$ cat src/tbs_pkg.sv
package tbs_pkg;
  localparam int unsigned CHAR_W = 10;
  localparam int unsigned CNT_W = 4;
  localparam int unsigned CLK_MHZ = 100;
  localparam int unsigned LINK_PERIOD_NS = 125;
  localparam int unsigned BIT_TICKS = LINK_PERIOD_NS * CLK_MHZ / 1000 / 10;
  localparam logic [CNT_W-1:0] LAST_BIT = 4'h9;
  localparam logic [6:0] COMMA_POS = 7'h7c;
  localparam logic [6:0] COMMA_NEG = 7'h03;
  localparam int unsigned COMMA_BITS = 7;
  localparam int unsigned LOCK_BITS = 1400;
  localparam int unsigned SIG_TIMEOUT_BITS = 64;
  localparam int unsigned ECHO_LAG = 4;
  localparam logic [31:0] ADDR_STATUS = 32'h0000_0000;
  localparam logic [31:0] ADDR_MASK = 32'h0000_0004;
  localparam logic [31:0] ADDR_CTRL = 32'h0000_0008;
  localparam logic [31:0] ADDR_RXWORD = 32'h0000_000c;
  localparam int unsigned EV_COMMA = 0;
  localparam int unsigned EV_SIG_LOST = 1;
  localparam int unsigned EV_SIG_GAIN = 2;
  localparam int unsigned EV_W = 3;
  localparam int unsigned CTRL_LOOP = 0;
  localparam int unsigned CTRL_ALIGN = 1;
  localparam logic [1:0] RESP_OKAY = 2'h0;
  localparam logic [1:0] RESP_SLVERR = 2'h2;
  typedef struct packed {
    logic [CHAR_W-1:0] word;
    logic comma;
  } tbs_rx_t;
endpackage : tbs_pkg

$ cat src/tbs_serdes.sv
// Our own choices: the address map and the AXI4-Lite slave port.
`timescale 1ns/1ps
module tbs_serdes (
  input wire logic aclk,
  input wire logic aresetn,
  input wire logic tx_ref_clock,
  input wire logic [9:0] tx_char,
  input wire logic loopback_pin,
  input wire logic comma_align_pin,
  input wire logic rx_serial_p,
  output logic tx_serial_p,
  output logic tx_serial_n,
  output logic rx_clk_true,
  output logic rx_clk_comp,
  output logic [9:0] rx_word,
  output logic comma_found,
  output logic line_signal_present,
  output logic irq,
  input wire logic [31:0] s_axi_awaddr,
  input wire logic s_axi_awvalid,
  output logic s_axi_awready,
  input wire logic [31:0] s_axi_wdata,
  input wire logic [3:0] s_axi_wstrb,
  input wire logic s_axi_wvalid,
  output logic s_axi_wready,
  output logic [1:0] s_axi_bresp,
  output logic s_axi_bvalid,
  input wire logic s_axi_bready,
  input wire logic [31:0] s_axi_araddr,
  input wire logic s_axi_arvalid,
  output logic s_axi_arready,
  output logic [31:0] s_axi_rdata,
  output logic [1:0] s_axi_rresp,
  output logic s_axi_rvalid,
  input wire logic s_axi_rready
);
  localparam int unsigned BT = (tbs_pkg::BIT_TICKS < 1) ? 1 : tbs_pkg::BIT_TICKS;
  localparam int unsigned TW = $clog2(BT + 1);
  localparam logic [TW-1:0] BT_LAST = TW'(BT - 1);
  localparam logic [3:0] SLOTS = 4'(tbs_pkg::CHAR_W);
  localparam logic [3:0] COMMA_PRE = 4'(tbs_pkg::COMMA_BITS - 1);
  localparam logic [3:0] COMMA_END = 4'(tbs_pkg::COMMA_BITS);

  // ==========================================================
  // input synchronisers
  logic [1:0] ref_s_r, loop_s_r, align_s_r, rx_s_r;
  logic [9:0] tchar_s1_r, tchar_s2_r;
  logic ref_d_r;
  always_ff @(posedge aclk)
  begin
    ref_s_r <= {ref_s_r[0], tx_ref_clock};
    loop_s_r <= {loop_s_r[0], loopback_pin};
    align_s_r <= {align_s_r[0], comma_align_pin};
    rx_s_r <= {rx_s_r[0], rx_serial_p};
    tchar_s1_r <= tx_char;
    tchar_s2_r <= tchar_s1_r;
    ref_d_r <= ref_s_r[1];
  end
  logic ref_rise, loop_on, align_on, ctrl_loop_r, ctrl_align_r;
  assign ref_rise = ref_s_r[1] & ~ref_d_r;
  assign loop_on = loop_s_r[1] | ctrl_loop_r;
  assign align_on = align_s_r[1] | ctrl_align_r;

  // ==========================================================
  // bit clock: ten bit enables per reference period
  logic [TW-1:0] tick_r;
  logic [3:0] slot_r;
  logic bit_en;
  assign bit_en = (tick_r == BT_LAST) && !ref_rise && (slot_r != SLOTS);
  always_ff @(posedge aclk)
  begin
    if (!aresetn || ref_rise)
      tick_r <= '0;
    else if (tick_r == BT_LAST)
      tick_r <= '0;
    else
      tick_r <= tick_r + TW'(1);
  end
  // ten slots per reference period, then idle until the next rise
  always_ff @(posedge aclk)
  begin
    if (!aresetn || ref_rise)
      slot_r <= '0;
    else if (bit_en)
      slot_r <= slot_r + 4'h1;
  end
  // external bits arrive late: output flop, line flop, two sync flops
  logic [tbs_pkg::ECHO_LAG-1:0] en_d_r;
  logic rx_en;
  always_ff @(posedge aclk)
  begin
    if (!aresetn)
      en_d_r <= '0;
    else
      en_d_r <= {en_d_r[tbs_pkg::ECHO_LAG-2:0], bit_en};
  end
  assign rx_en = loop_on ? bit_en : en_d_r[tbs_pkg::ECHO_LAG-1];

  // ==========================================================
  // transmitter
  logic [9:0] tx_hold_r, tx_shift_r;
  logic [3:0] tx_cnt_r;
  logic tx_bit_r;
  always_ff @(posedge aclk)
  begin
    if (!aresetn)
      tx_hold_r <= '0;
    else if (ref_rise)
      tx_hold_r <= tchar_s2_r;
  end
  always_ff @(posedge aclk)
  begin
    if (!aresetn)
    begin
      tx_shift_r <= '0;
      tx_cnt_r <= '0;
      tx_bit_r <= 1'b0;
    end
    else if (ref_rise)
    begin
      tx_shift_r <= {1'b0, tx_hold_r[9:1]};
      tx_bit_r <= tx_hold_r[0];
      tx_cnt_r <= '0;
    end
    else if (bit_en && tx_cnt_r != tbs_pkg::LAST_BIT)
    begin
      tx_bit_r <= tx_shift_r[0];
      tx_shift_r <= {1'b0, tx_shift_r[9:1]};
      tx_cnt_r <= tx_cnt_r + 4'h1;
    end
  end
  always_ff @(posedge aclk)
  begin
    if (!aresetn)
    begin
      tx_serial_p <= 1'b1;
      tx_serial_n <= 1'b0;
    end
    else if (loop_on)
    begin
      tx_serial_p <= 1'b1;
      tx_serial_n <= 1'b0;
    end
    else
    begin
      tx_serial_p <= tx_bit_r;
      tx_serial_n <= ~tx_bit_r;
    end
  end

  // ==========================================================
  // receiver: shift, align, word out
  logic rx_bit;
  assign rx_bit = loop_on ? tx_bit_r : rx_s_r[1];
  logic [9:0] rx_sh_r;
  logic [3:0] rx_cnt_r;
  logic rx_phase_r, rx_comma_r;
  logic [6:0] next7;
  assign next7 = {rx_bit, rx_sh_r[9:4]};
  function automatic logic is_comma(input logic [6:0] v);
    is_comma = (v == tbs_pkg::COMMA_POS) || (v == tbs_pkg::COMMA_NEG);
  endfunction : is_comma
  always_ff @(posedge aclk)
  begin
    if (!aresetn)
    begin
      rx_sh_r <= '0;
      rx_cnt_r <= '0;
      rx_word <= '0;
      rx_phase_r <= 1'b0;
      rx_comma_r <= 1'b0;
    end
    else if (rx_en)
    begin
      rx_sh_r <= {rx_bit, rx_sh_r[9:1]};
      if (align_on && is_comma(next7) && rx_cnt_r != COMMA_PRE)
        rx_cnt_r <= COMMA_END;
      else if (rx_cnt_r == tbs_pkg::LAST_BIT)
        rx_cnt_r <= '0;
      else
        rx_cnt_r <= rx_cnt_r + 4'h1;
      if (rx_cnt_r == tbs_pkg::LAST_BIT)
      begin
        rx_word <= {rx_bit, rx_sh_r[9:1]};
        rx_phase_r <= ~rx_phase_r;
        rx_comma_r <= align_on && is_comma(rx_sh_r[7:1]);
      end
    end
  end
  // comma only on words launched by the complementary clock
  assign rx_clk_true = rx_phase_r;
  assign rx_clk_comp = ~rx_phase_r;
  assign comma_found = rx_comma_r & ~rx_phase_r & align_on;

  // ==========================================================
  // signal detect: transitions seen within a window
  logic [6:0] quiet_r;
  logic rx_prev_r;
  always_ff @(posedge aclk)
  begin
    if (!aresetn)
    begin
      quiet_r <= 7'(tbs_pkg::SIG_TIMEOUT_BITS);
      rx_prev_r <= 1'b0;
      line_signal_present <= 1'b0;
    end
    else if (rx_en)
    begin
      rx_prev_r <= rx_bit;
      if (rx_bit != rx_prev_r)
        quiet_r <= '0;
      else if (quiet_r != 7'(tbs_pkg::SIG_TIMEOUT_BITS))
        quiet_r <= quiet_r + 7'h01;
      line_signal_present <= (quiet_r != 7'(tbs_pkg::SIG_TIMEOUT_BITS));
    end
  end
  logic sig_d_r;
  always_ff @(posedge aclk)
  begin
    if (!aresetn)
      sig_d_r <= 1'b0;
    else
      sig_d_r <= line_signal_present;
  end

  // ==========================================================
  // interrupts
  logic [tbs_pkg::EV_W-1:0] ev, stat_r, mask_r, w1c;
  logic comma_d_r;
  always_ff @(posedge aclk)
  begin
    if (!aresetn)
      comma_d_r <= 1'b0;
    else
      comma_d_r <= comma_found;
  end
  assign ev[tbs_pkg::EV_COMMA] = comma_found & ~comma_d_r;
  assign ev[tbs_pkg::EV_SIG_LOST] = sig_d_r & ~line_signal_present;
  assign ev[tbs_pkg::EV_SIG_GAIN] = ~sig_d_r & line_signal_present;
  always_ff @(posedge aclk)
  begin
    if (!aresetn)
      stat_r <= '0;
    else
      stat_r <= (stat_r & ~w1c) | ev;
  end
  assign irq = |(stat_r & mask_r);

  // ==========================================================
  // axi4-lite slave
  logic [31:0] awaddr_r, wdata_r;
  logic aw_have_r, w_have_r;
  logic do_write;
  assign s_axi_awready = !aw_have_r && !s_axi_bvalid;
  assign s_axi_wready = !w_have_r && !s_axi_bvalid;
  assign do_write = aw_have_r && w_have_r && !s_axi_bvalid;
  assign w1c = (do_write && awaddr_r == tbs_pkg::ADDR_STATUS)
    ? wdata_r[tbs_pkg::EV_W-1:0] : '0;
  always_ff @(posedge aclk)
  begin
    if (!aresetn)
    begin
      aw_have_r <= 1'b0;
      w_have_r <= 1'b0;
      awaddr_r <= '0;
      wdata_r <= '0;
      s_axi_bvalid <= 1'b0;
      s_axi_bresp <= tbs_pkg::RESP_OKAY;
      mask_r <= '0;
      ctrl_loop_r <= 1'b0;
      ctrl_align_r <= 1'b0;
    end
    else
    begin
      if (s_axi_awvalid && s_axi_awready)
      begin
        aw_have_r <= 1'b1;
        awaddr_r <= s_axi_awaddr;
      end
      if (s_axi_wvalid && s_axi_wready)
      begin
        w_have_r <= 1'b1;
        wdata_r <= s_axi_wdata;
      end
      if (do_write)
      begin
        aw_have_r <= 1'b0;
        w_have_r <= 1'b0;
        s_axi_bvalid <= 1'b1;
        s_axi_bresp <= tbs_pkg::RESP_OKAY;
        unique case (awaddr_r)
          tbs_pkg::ADDR_STATUS, tbs_pkg::ADDR_RXWORD: ;
          tbs_pkg::ADDR_MASK: mask_r <= wdata_r[tbs_pkg::EV_W-1:0];
          tbs_pkg::ADDR_CTRL:
          begin
            ctrl_loop_r <= wdata_r[tbs_pkg::CTRL_LOOP];
            ctrl_align_r <= wdata_r[tbs_pkg::CTRL_ALIGN];
          end
          default: s_axi_bresp <= tbs_pkg::RESP_SLVERR;
        endcase
      end
      else if (s_axi_bvalid && s_axi_bready)
        s_axi_bvalid <= 1'b0;
    end
  end
  assign s_axi_arready = !s_axi_rvalid;
  always_ff @(posedge aclk)
  begin
    if (!aresetn)
    begin
      s_axi_rvalid <= 1'b0;
      s_axi_rdata <= '0;
      s_axi_rresp <= tbs_pkg::RESP_OKAY;
    end
    else if (s_axi_arvalid && s_axi_arready)
    begin
      s_axi_rvalid <= 1'b1;
      s_axi_rresp <= tbs_pkg::RESP_OKAY;
      unique case (s_axi_araddr)
        tbs_pkg::ADDR_STATUS: s_axi_rdata <= 32'(stat_r);
        tbs_pkg::ADDR_MASK: s_axi_rdata <= 32'(mask_r);
        tbs_pkg::ADDR_CTRL: s_axi_rdata <= {30'h0000_0000, ctrl_align_r, ctrl_loop_r};
        tbs_pkg::ADDR_RXWORD: s_axi_rdata <= {21'h00_0000, line_signal_present, rx_word};
        default:
        begin
          s_axi_rdata <= '0;
          s_axi_rresp <= tbs_pkg::RESP_SLVERR;
        end
      endcase
    end
    else if (s_axi_rvalid && s_axi_rready)
      s_axi_rvalid <= 1'b0;
  end

  // ==========================================================
  // checks
  a_loop_park: assert property (@(posedge aclk) disable iff (!aresetn)
    $past(loop_on) |-> tx_serial_p && !tx_serial_n) else $error("loopback not parked");
  a_comma_comp: assert property (@(posedge aclk) disable iff (!aresetn)
    comma_found |-> rx_clk_comp && is_comma(rx_word[6:0])) else $error("comma flag wrong");
  a_comma_off: assert property (@(posedge aclk) disable iff (!aresetn)
    !align_on |-> !comma_found) else $error("comma while disabled");
  a_clk_compl: assert property (@(posedge aclk) disable iff (!aresetn)
    rx_clk_true != rx_clk_comp) else $error("clocks not complementary");
  a_word_edge: assert property (@(posedge aclk) disable iff (!aresetn)
    $changed(rx_word) |-> $changed(rx_clk_true)) else $error("word off edge");
  a_tx_capture: assert property (@(posedge aclk) disable iff (!aresetn)
    ref_rise |=> tx_bit_r == $past(tx_hold_r[0])) else $error("first bit wrong");
  a_ten_bits: assert property (@(posedge aclk) disable iff (!aresetn)
    ref_rise |-> ##10 (tx_cnt_r == tbs_pkg::LAST_BIT)) else $error("bit count wrong");
  a_irq_level: assert property (@(posedge aclk) disable iff (!aresetn)
    irq == |(stat_r & mask_r)) else $error("irq mismatch");
  a_stat_sticky: assert property (@(posedge aclk) disable iff (!aresetn)
    ev[tbs_pkg::EV_COMMA] |=> stat_r[tbs_pkg::EV_COMMA]) else $error("event lost");
endmodule : tbs_serdes

$ cat config.mk
export PLATFORM = sky130hd
export DESIGN_NAME = tbs_serdes
export DESIGN_NICKNAME = d
export VERILOG_FILES = /design/src/tbs_pkg.sv /design/src/tbs_serdes.sv
export SDC_FILE = /design/constraint.sdc
export NUM_CORES = 1
export LEC_CHECK = 0
export ABC_CLOCK_PERIOD_IN_PS = 4550
export BUFFER_PORTS_ARGS = -buffer_cell sky130_fd_sc_hd__buf_4
export CAP_MARGIN = 20
export CORE_UTILIZATION = 56
export CTS_CLUSTER_SIZE = 30
export DETAILED_ROUTE_END_ITERATION = 12
export PLACE_DENSITY = 0.85
export SETUP_SLACK_MARGIN = 0.02
export SLEW_MARGIN = 20
export SYNTH_ARGS = -nofsm -noshare
export SYNTH_HDL_FRONTEND = slang
export SYNTH_SLANG_ARGS = --single-unit
$ cat constraint.sdc
create_clock -name aclk -period 4.55 [get_ports aclk]
set_input_delay 0.2275 -clock aclk [delete_from_list [all_inputs] [get_ports aclk]]
set_output_delay 0.2275 -clock aclk [all_outputs]
set_load 0.05 [all_outputs]
==> summary.md, run 1 <==
| Metric | Value |
|---|---|
| Outcome | finished, final reports clean |
| Initial antenna violation count | 0 |
| Slew @ Worst Pin | 1.092 ns |
| Largest net degree at the start of global routing | 133 |
| Sw Pwr | 0.8480 mW |
| Vias in the first global route | 5,032 |
| CP required | 4.97 ns |
| Biggest area consumer among synthesized cells | dfxtp_1 |
| Tot GR Track Use | 24.31% |
| CORE AREA | 0.01084 mm² |
| HPWL reported at the end of detailed placement | 8603 µm |
| WL/cell | 14.05 µm |
| 1st-iter DRT viols | 298 |
| Max-slew headroom | 27.21% |
| Antenna viol nets, final | 0 |
| Final setup violating endpoints | 0 |
| Synth warn | 0 |
| Reg clk slew, reported paths | 0.07 ns |
| Min cycle time layout | 2.607 ns |
| Sw Ratio | 26.45% |
| Delay-heaviest family, CP | simple AND/OR/NAND/NOR gates |
| P_int | 2.359 mW |
| Power per Cell Area | 388.0 mW/mm² |
| Gate power share | 10.6% |
| Global route total overflow | 0 |
| Mapped Cells | 679 |
| Routability Congestion | 0.8124 |
| Max_cap viols | 0 |
| Most frequent cells after synthesis | dfxtp_1, nand2_1, a21boi_0, clkbuf_1, nor2b_1 |
| Worst Skew | 0.01814 ns |
| Initial core utilization | 57.72% |
| Post-synthesis sequential area ratio | 50.87% |
| Chip height | 107.7 µm |
| Ys flop type | dfxtp_1 |
| Number of fill cells in the layout | 674 |
| Flop pwr share | 46.4% |
| Clock Tree Root | clkbuf_8 |
| Worst skew pair latency | 0.54 ns |
| Critical path cell sequence | inv_1 -> ha_1 -> and3b_4 -> o41ai_2 -> buf_4 -> nand3_1 -> xnor2_1 -> and2_1 |
| Seq cells post-synth | 159 |
| Worst vdd ir | 0.2583 mV |
| Mapped Area | 0.006257 mm² |
| # IOs | 179 |
| Total number of vias | 5,252 |
| # Post-CTS Setup Buffers | 0 |
| EDFF count, synth | 0 |
| Critical Path Fanout Max | 23 |
| Yosys top cell area share | 50.87% |
| Max incr delay on CP | 0.59 ns |
| P&R area growth vs syn | 32.07% |
| Clock tree buffer depth | 2 |
| Most instantiated library cell after synthesis | dfxtp_1 |
| Vias/cell | 5.284 |
| Port bufs | 122 |
| Top cells by area, synth | dfxtp_1, nand2_1, a21boi_0 |
| Share of cells above drive strength 1 | 19.56% |
| Master of the slowest instance on the critical path | nand3_1 |
| Total negative setup slack | 0 ns |
| 1st-pass router iterations | 5 |
| Kind of critical path | flop to flop |
| H-tree levels | 4 |
| Mapped Avg Cell Area | 9.215 µm² |
| Achievable Freq | 383.6 MHz |
| Die W | 107.7 µm |
| FFs w/ async S/R, synth | 0% |
| Worst setup EP type | flop |
| Synth unique cells | 52 |
| WL final | 13,960 µm |
| CP bufs+invs | 2 |
| Worst hold path class | input port to flop |
| Sink Count | 159 |
| Leakage | 3.496 nW |
| End-of-flow core utilization | 76.24% |
| RSZ-0062 raised after global routing | no |
| Antenna cell count | 0 |
| Critical Path AT | 3.03 ns |
| CTS tree | built |
| Final hold vios | 0 |
| Die area | 0.01160 mm² |
| First-pass GRT wire length | 22,150 µm |
| Period utilization | 57.30% |
| Clock power frac | 43.0% |
| TritonCTS Buffers | 17 |
| Crit start category | flop |
| Max-slew violations | 0 |
| Row cnt | 38 |
| Final nets | 968 |
| Post-route DRC | 0 |
per-layer routing:
metal | vias up | wire (µm) | GRT usage [%]
met1 | 2467 | 5975 | 27.63
met3 | 23 | 612 | 5.387
met2 | 148 | 7136 | 43.45
li1 | 2614 | - | -
met4 | 0 | 237 | 10.57
met5 | - | 0 | 0
worst min-delay path: stages:
cell,delay (ns)
buf_4,0.07
nor4_1,0.03
nand4_1,0.08
nor2_1,0.09
nor2_1,0.10
layout make-up:
type                            count  area (µm²)  share of cell area (%)
Sequential cell                   159        3183                   38.52
Multi-Input combinational cell    472        2795                   33.82
Timing Repair Buffer              178        1474                   17.83
Clock buffer                       17       414.1                   5.011
Tap cell                          140       175.2                   2.120
Clock inverter                     15       173.9                   2.104
Inverter                           13       48.80                  0.5905
power groups by stage:
| stage | Combinational [mW] | Sequential, mW | Clock, mW |
|---|---|---|---|
| finish | 0.341 | 1.49 | 1.38 |
| global placement | 0.287 | 1.51 | 0 |
| CTS | 0.334 | 1.49 | 1.40 |
| global route | 0.368 | 1.49 | 1.47 |
| detailed placement | 0.295 | 1.52 | 0 |
| floorplan | 0.204 | 1.52 | 0 |
timing repair:
item | 4_1_cts | 5_1_grt
hold endpoints to repair | 51 | 0
hold buffers | 52 | 0
gates resized for setup | 0 | 0
placed cells by master, fill, tap and decap left out, types with 3 or more instances in the layout:
master,netlist,final
inv_8,0,3
ha_1,6,6
buf_4,24,125
nor2_1,21,21
nor2b_1,29,29
xor2_1,6,6
conb_1,1,24
a22oi_1,11,11
dlygate4sd3_1,0,52
or4_1,3,3
nand2_1,142,142
mux2i_1,18,18
nand3_1,19,19
a21boi_0,55,55
inv_6,0,6
o211a_1,13,13
nor3b_1,4,4
xnor2_1,3,3
clkbuf_16,0,16
nand4_1,8,8
dfxtp_1,159,159
nand3b_1,3,3
o21ai_0,28,28
and2_1,13,13
inv_1,13,13
a31oi_1,3,3
nand2b_1,5,5
nor4_1,17,17
nor3_1,4,4
a21oi_1,6,6
through the flow:
step / power (mW) / setup slack [ns] / hold WS, ns / instance area [µm²] / cells
floorplan: 1.724 / 2.205 / 0.2552 / 6344 / 702
CTS: 3.218 / 1.947 / 0.09326 / 8249 / 993
finish: 3.207 / 1.943 / 0.1125 / 8264 / 994
global placement: 1.800 / 2.089 / 0.3107 / 7141 / 909
detailed placement: 1.812 / 1.997 / 0.3121 / 7141 / 909
global route: 3.331 / 1.675 / 0.1439 / 8264 / 994
flip-flops by register name (all words and copies together) (netlist names), 7 cells and up:
name,cells
awaddr_r,32
s_axi_rdata,11
rx_word,10
tchar_s1_r,10
tchar_s2_r,10
tx_hold_r,10
rx_sh_r,9
tx_shift_r,9
quiet_r,7
final timing paths:
path / from / endpoint / slack (ns) / depth (start not counted)
max: slot_r[0] / rx_clk_true / 1.94 / 8
min: s_axi_araddr[30] / s_axi_rresp[1] / 0.11 / 5
max reg2reg: slot_r[0] / rx_clk_true / 1.94 / 8
min reg2reg: tchar_s1_r[9] / tchar_s2_r[9] / 0.32 / 0
cells by family (layout without fill, tap and decap cells):
kind of cell    count (synthesis)  count (layout)  synth area share, %
compound gates                132             132                15.40
xor+xnor                        9               9                1.260
fa+ha+maj                       6               6                1.200
buf+inv                        71             223                5.839
flops                         159             159                50.87
mux                            20              20                3.599
other cells                     1              24              0.05993
simple gates                  281             281                21.78
Note: power is estimated with default switching activity, not from simulation.
==> run 2, diff against run 1 <==
Settings changed: ABC_CLOCK_PERIOD_IN_PS 4550 to 2100, CORE_UTILIZATION 56 to 47, PLACE_DENSITY 0.85 to 0.76.
Clock period 4.55 ns to 2.1 ns, I/O delays scaled along.
==> run 2 against run 1 <==
Against the previous run: die area increased by 19%; clock-buffer cell count did not move; critical endpoint is now quiet_r[4]; combinational power is 120% higher; sequential share of layout area down 0.81 points; critical path type unchanged; sequential power increased by 120%; largest power group unchanged; first-iteration DRC count down 3.7%; register-to-register slack worse by 1.8 ns; fmax up 32%; worst hold slack worse by 0.019 ns; non-clock buffer count grew 15; critical path depth down 1; worst setup slack got worse by 1.8 ns.
==> summary.md, run 2 (synthesis gave the netlist of run 1 again) <==
| Metric | Value |
|---|---|
| Outcome | finished, final reports clean |
| Most flop-heavy register | awaddr_r |
| H-tree levels | 4 (unchanged) |
| Chip height | 117.4 µm (+9.0%) |
| Clock Tree Root | clkbuf_16 |
| Final nets | 983 (+1.5%) |
| CORE AREA | 0.01282 mm² (+18%) |
| HPWL reported at the end of detailed placement | 9825 µm (+14%) |
| Port bufs | 122 (unchanged) |
| Slew @ Worst Pin | 0.4976 ns (-0.5942 ns) |
| Die W | 117.4 µm (+9.0%) |
| Achievable Freq | 507.7 MHz (+32%) |
| Post-route DRC | 0 (unchanged) |
| Sink Count | 159 (unchanged) |
| Largest registers | awaddr_r (32), s_axi_rdata (11) |
| Max-slew violations | 0 (unchanged) |
| Placed insts | 957 (+5.3%) |
| Number of fill cells in the layout | 979 (+45%) |
| Most frequent cells in the layout | dfxtp_1, nand2_1, buf_4, a21boi_0, dlygate4sd3_1 |
| Critical Path AT | 2.33 ns (-0.70 ns) |
| Leakage | 3.604 nW (+3.1%) |
| Global route total overflow | 0 (unchanged) |
| Period utilization | 93.79% (+36 points) |
| Critical path cell sequence | inv_1 -> ha_1 -> and3b_4 -> o41a_1 -> a31o_1 -> or3_1 -> a21oi_1 |
| Worst vdd ir | 0.6761 mV (+160%) |
| Final Non-Filler Cells | 1,041 (+4.7%) |
| Placed Area | 0.007330 mm² (+2.6%) |
| Kind of critical path | flop to flop |
| CP required | 2.46 ns (-2.51 ns) |
| FF-to-FF End | quiet_r[4] |
| Min cycle time layout | 1.970 ns (-0.6374 ns) |
| First-pass GRT wire length | 23,380 µm (+5.6%) |
| Pwr Total | 6.946 mW (+120%) |
| Final setup violating endpoints | 0 (unchanged) |
| FF-to-FF path depth | 7 (-1) |
| Final hold vios | 0 (unchanged) |
| Sequential cell area | 0.003184 mm² (about the same) |
| Most common cell after layout, fill and taps aside | dfxtp_1 |
| WL final | 14,260 µm (+2.1%) |
| Max incr delay on CP | 0.39 ns (-0.20 ns) |
| TritonCTS Buffers | 17 (unchanged) |
| Initial core utilization | 48.79% (-8.9 points) |
| 1st-iter DRT viols | 287 (-3.7%) |
| Critical Path Fanout Max | 6 (-74%) |
| Max_cap viols | 0 (unchanged) |
| Share of cells above drive strength 1 | 21.40% (+1.8 points) |
| Clock tree buffer depth | 2 (unchanged) |
| Antenna cell count | 0 (unchanged) |
| WL/cell | 13.70 µm (-2.5%) |
| RSZ-0062 raised after global routing | no |
| Max-slew headroom | 66.75% (+40 points) |
| WHS | 0.09367 ns (-0.01879 ns) |
| Die area | 0.01378 mm² (+19%) |
| CTS tree | built |
| Power per Cell Area | 822.5 mW/mm² (+110%) |
| Design Area, Final | 0.008444 mm² (+2.2%) |
| Register-to-register setup slack | 0.13 ns (-1.81 ns) |
| Worst hold path class | input port to flop |
| Vias/cell | 5.050 (-4.4%) |
| Largest net degree at the start of global routing | 53 (-60%) |
| P&R area growth vs syn | 34.95% |
| Worst setup EP type | flop |
| HP Start | s_axi_araddr[30] |
| Tot GR Track Use | 21.27% (-3.0 points) |
| Routability Congestion | 0.8404 (+3.4%) |
| Reg2reg start | slot_r[0] |
| Reg clk slew, reported paths | 0.06 ns (about the same) |
| Initial antenna violation count | 0 (unchanged) |
| Pre-CTS setup slack | -0.02059 ns (-2.018 ns) |
| Master of the slowest instance on the critical path | o41a_1 |
| Vias in the first global route | 4,947 (-1.7%) |
| Setup slack after layout | 0.1304 ns (-1.813 ns) |
| Antenna viol nets, final | 0 (unchanged) |
| 1st-pass router iterations | 5 (unchanged) |
| Hold EP | s_axi_rresp[1] |
| Hold path cells | 5 (unchanged) |
| Worst Skew | 0.007078 ns (-0.01106 ns) |
| Multi-input logic area | 0.002830 mm² (+1.3%) |
| Crit start category | flop |
| # IOs | 179 (unchanged) |
| Worst skew pair latency | 0.43 ns (-0.11 ns) |
| Max reg flops | 32 (unchanged) |
| Total number of vias | 5,257 (+0.095%) |
| Row cnt | 41 (+7.9%) |
-- run 2: how the worst max path moves through the flow --
stage	startpoint	endpoint	slack, ns	cells past startpoint
detailed placement	slot_r[0]	rx_cnt_r[3]	-0.02	7
finish	slot_r[0]	quiet_r[4]	0.13	7
global route	slot_r[0]	rx_cnt_r[3]	0.03	7
CTS	slot_r[0]	quiet_r[4]	0.07	7
global placement	slot_r[0]	quiet_r[4]	0.08	7
floorplan	slot_r[0]	tx_shift_r[7]	0.07	8
-- run 2: metal layers --
layer  vias up  GRT usage [%]  wire [µm]  share of wire (%)
met5         -              0          0                  0
met4         0          9.984        362                2.5
met3        29          5.885        841                5.9
met2       170          37.80       7298                 51
met1      2411          23.33       5755                 40
li1       2647              -          -                  -
-- run 2: worst max-delay path, delay by kind of cell, from the launching register on --
kind	cells	cell delay [ns]
simple gates	2	0.54
fa+ha+maj	1	0.19
flops	1	0.36
buf+inv	1	0.05
compound gates	3	0.76
-- run 2: area by class of cell --
cell class	count	share of cell area, %
Multi-Input combinational cell	472	33.52
Tap cell	172	2.549
Inverter	13	0.5779
Clock buffer	17	5.038
Timing Repair Buffer	193	18.85
Sequential cell	159	37.71
Clock inverter	15	1.763
-- run 2: what timing repair did --
item	4_1_cts	5_1_grt
pin swaps	0	1
setup buffers	0	0
setup endpoints to repair	2	4
resized for setup	2	2
hold endpoints to repair	51	0
hold buffers	52	0
-- run 2: stage by stage --
step                setup TNS [ns]  util, %
finish                           0    65.84
global route                     0    65.84
CTS                              0    65.76
detailed placement        -0.02059    57.15
global placement                 0    57.15
floorplan                        0        -
-- run 2: power breakdown --
group          total, mW  switching, mW  internal (mW)  leakage (nW)
registers           3.22         0.0754           3.14          1.30
logic              0.761          0.418          0.343          2.02
clock network       2.97           1.30           1.67         0.284
total               6.95           1.79           5.16          3.60
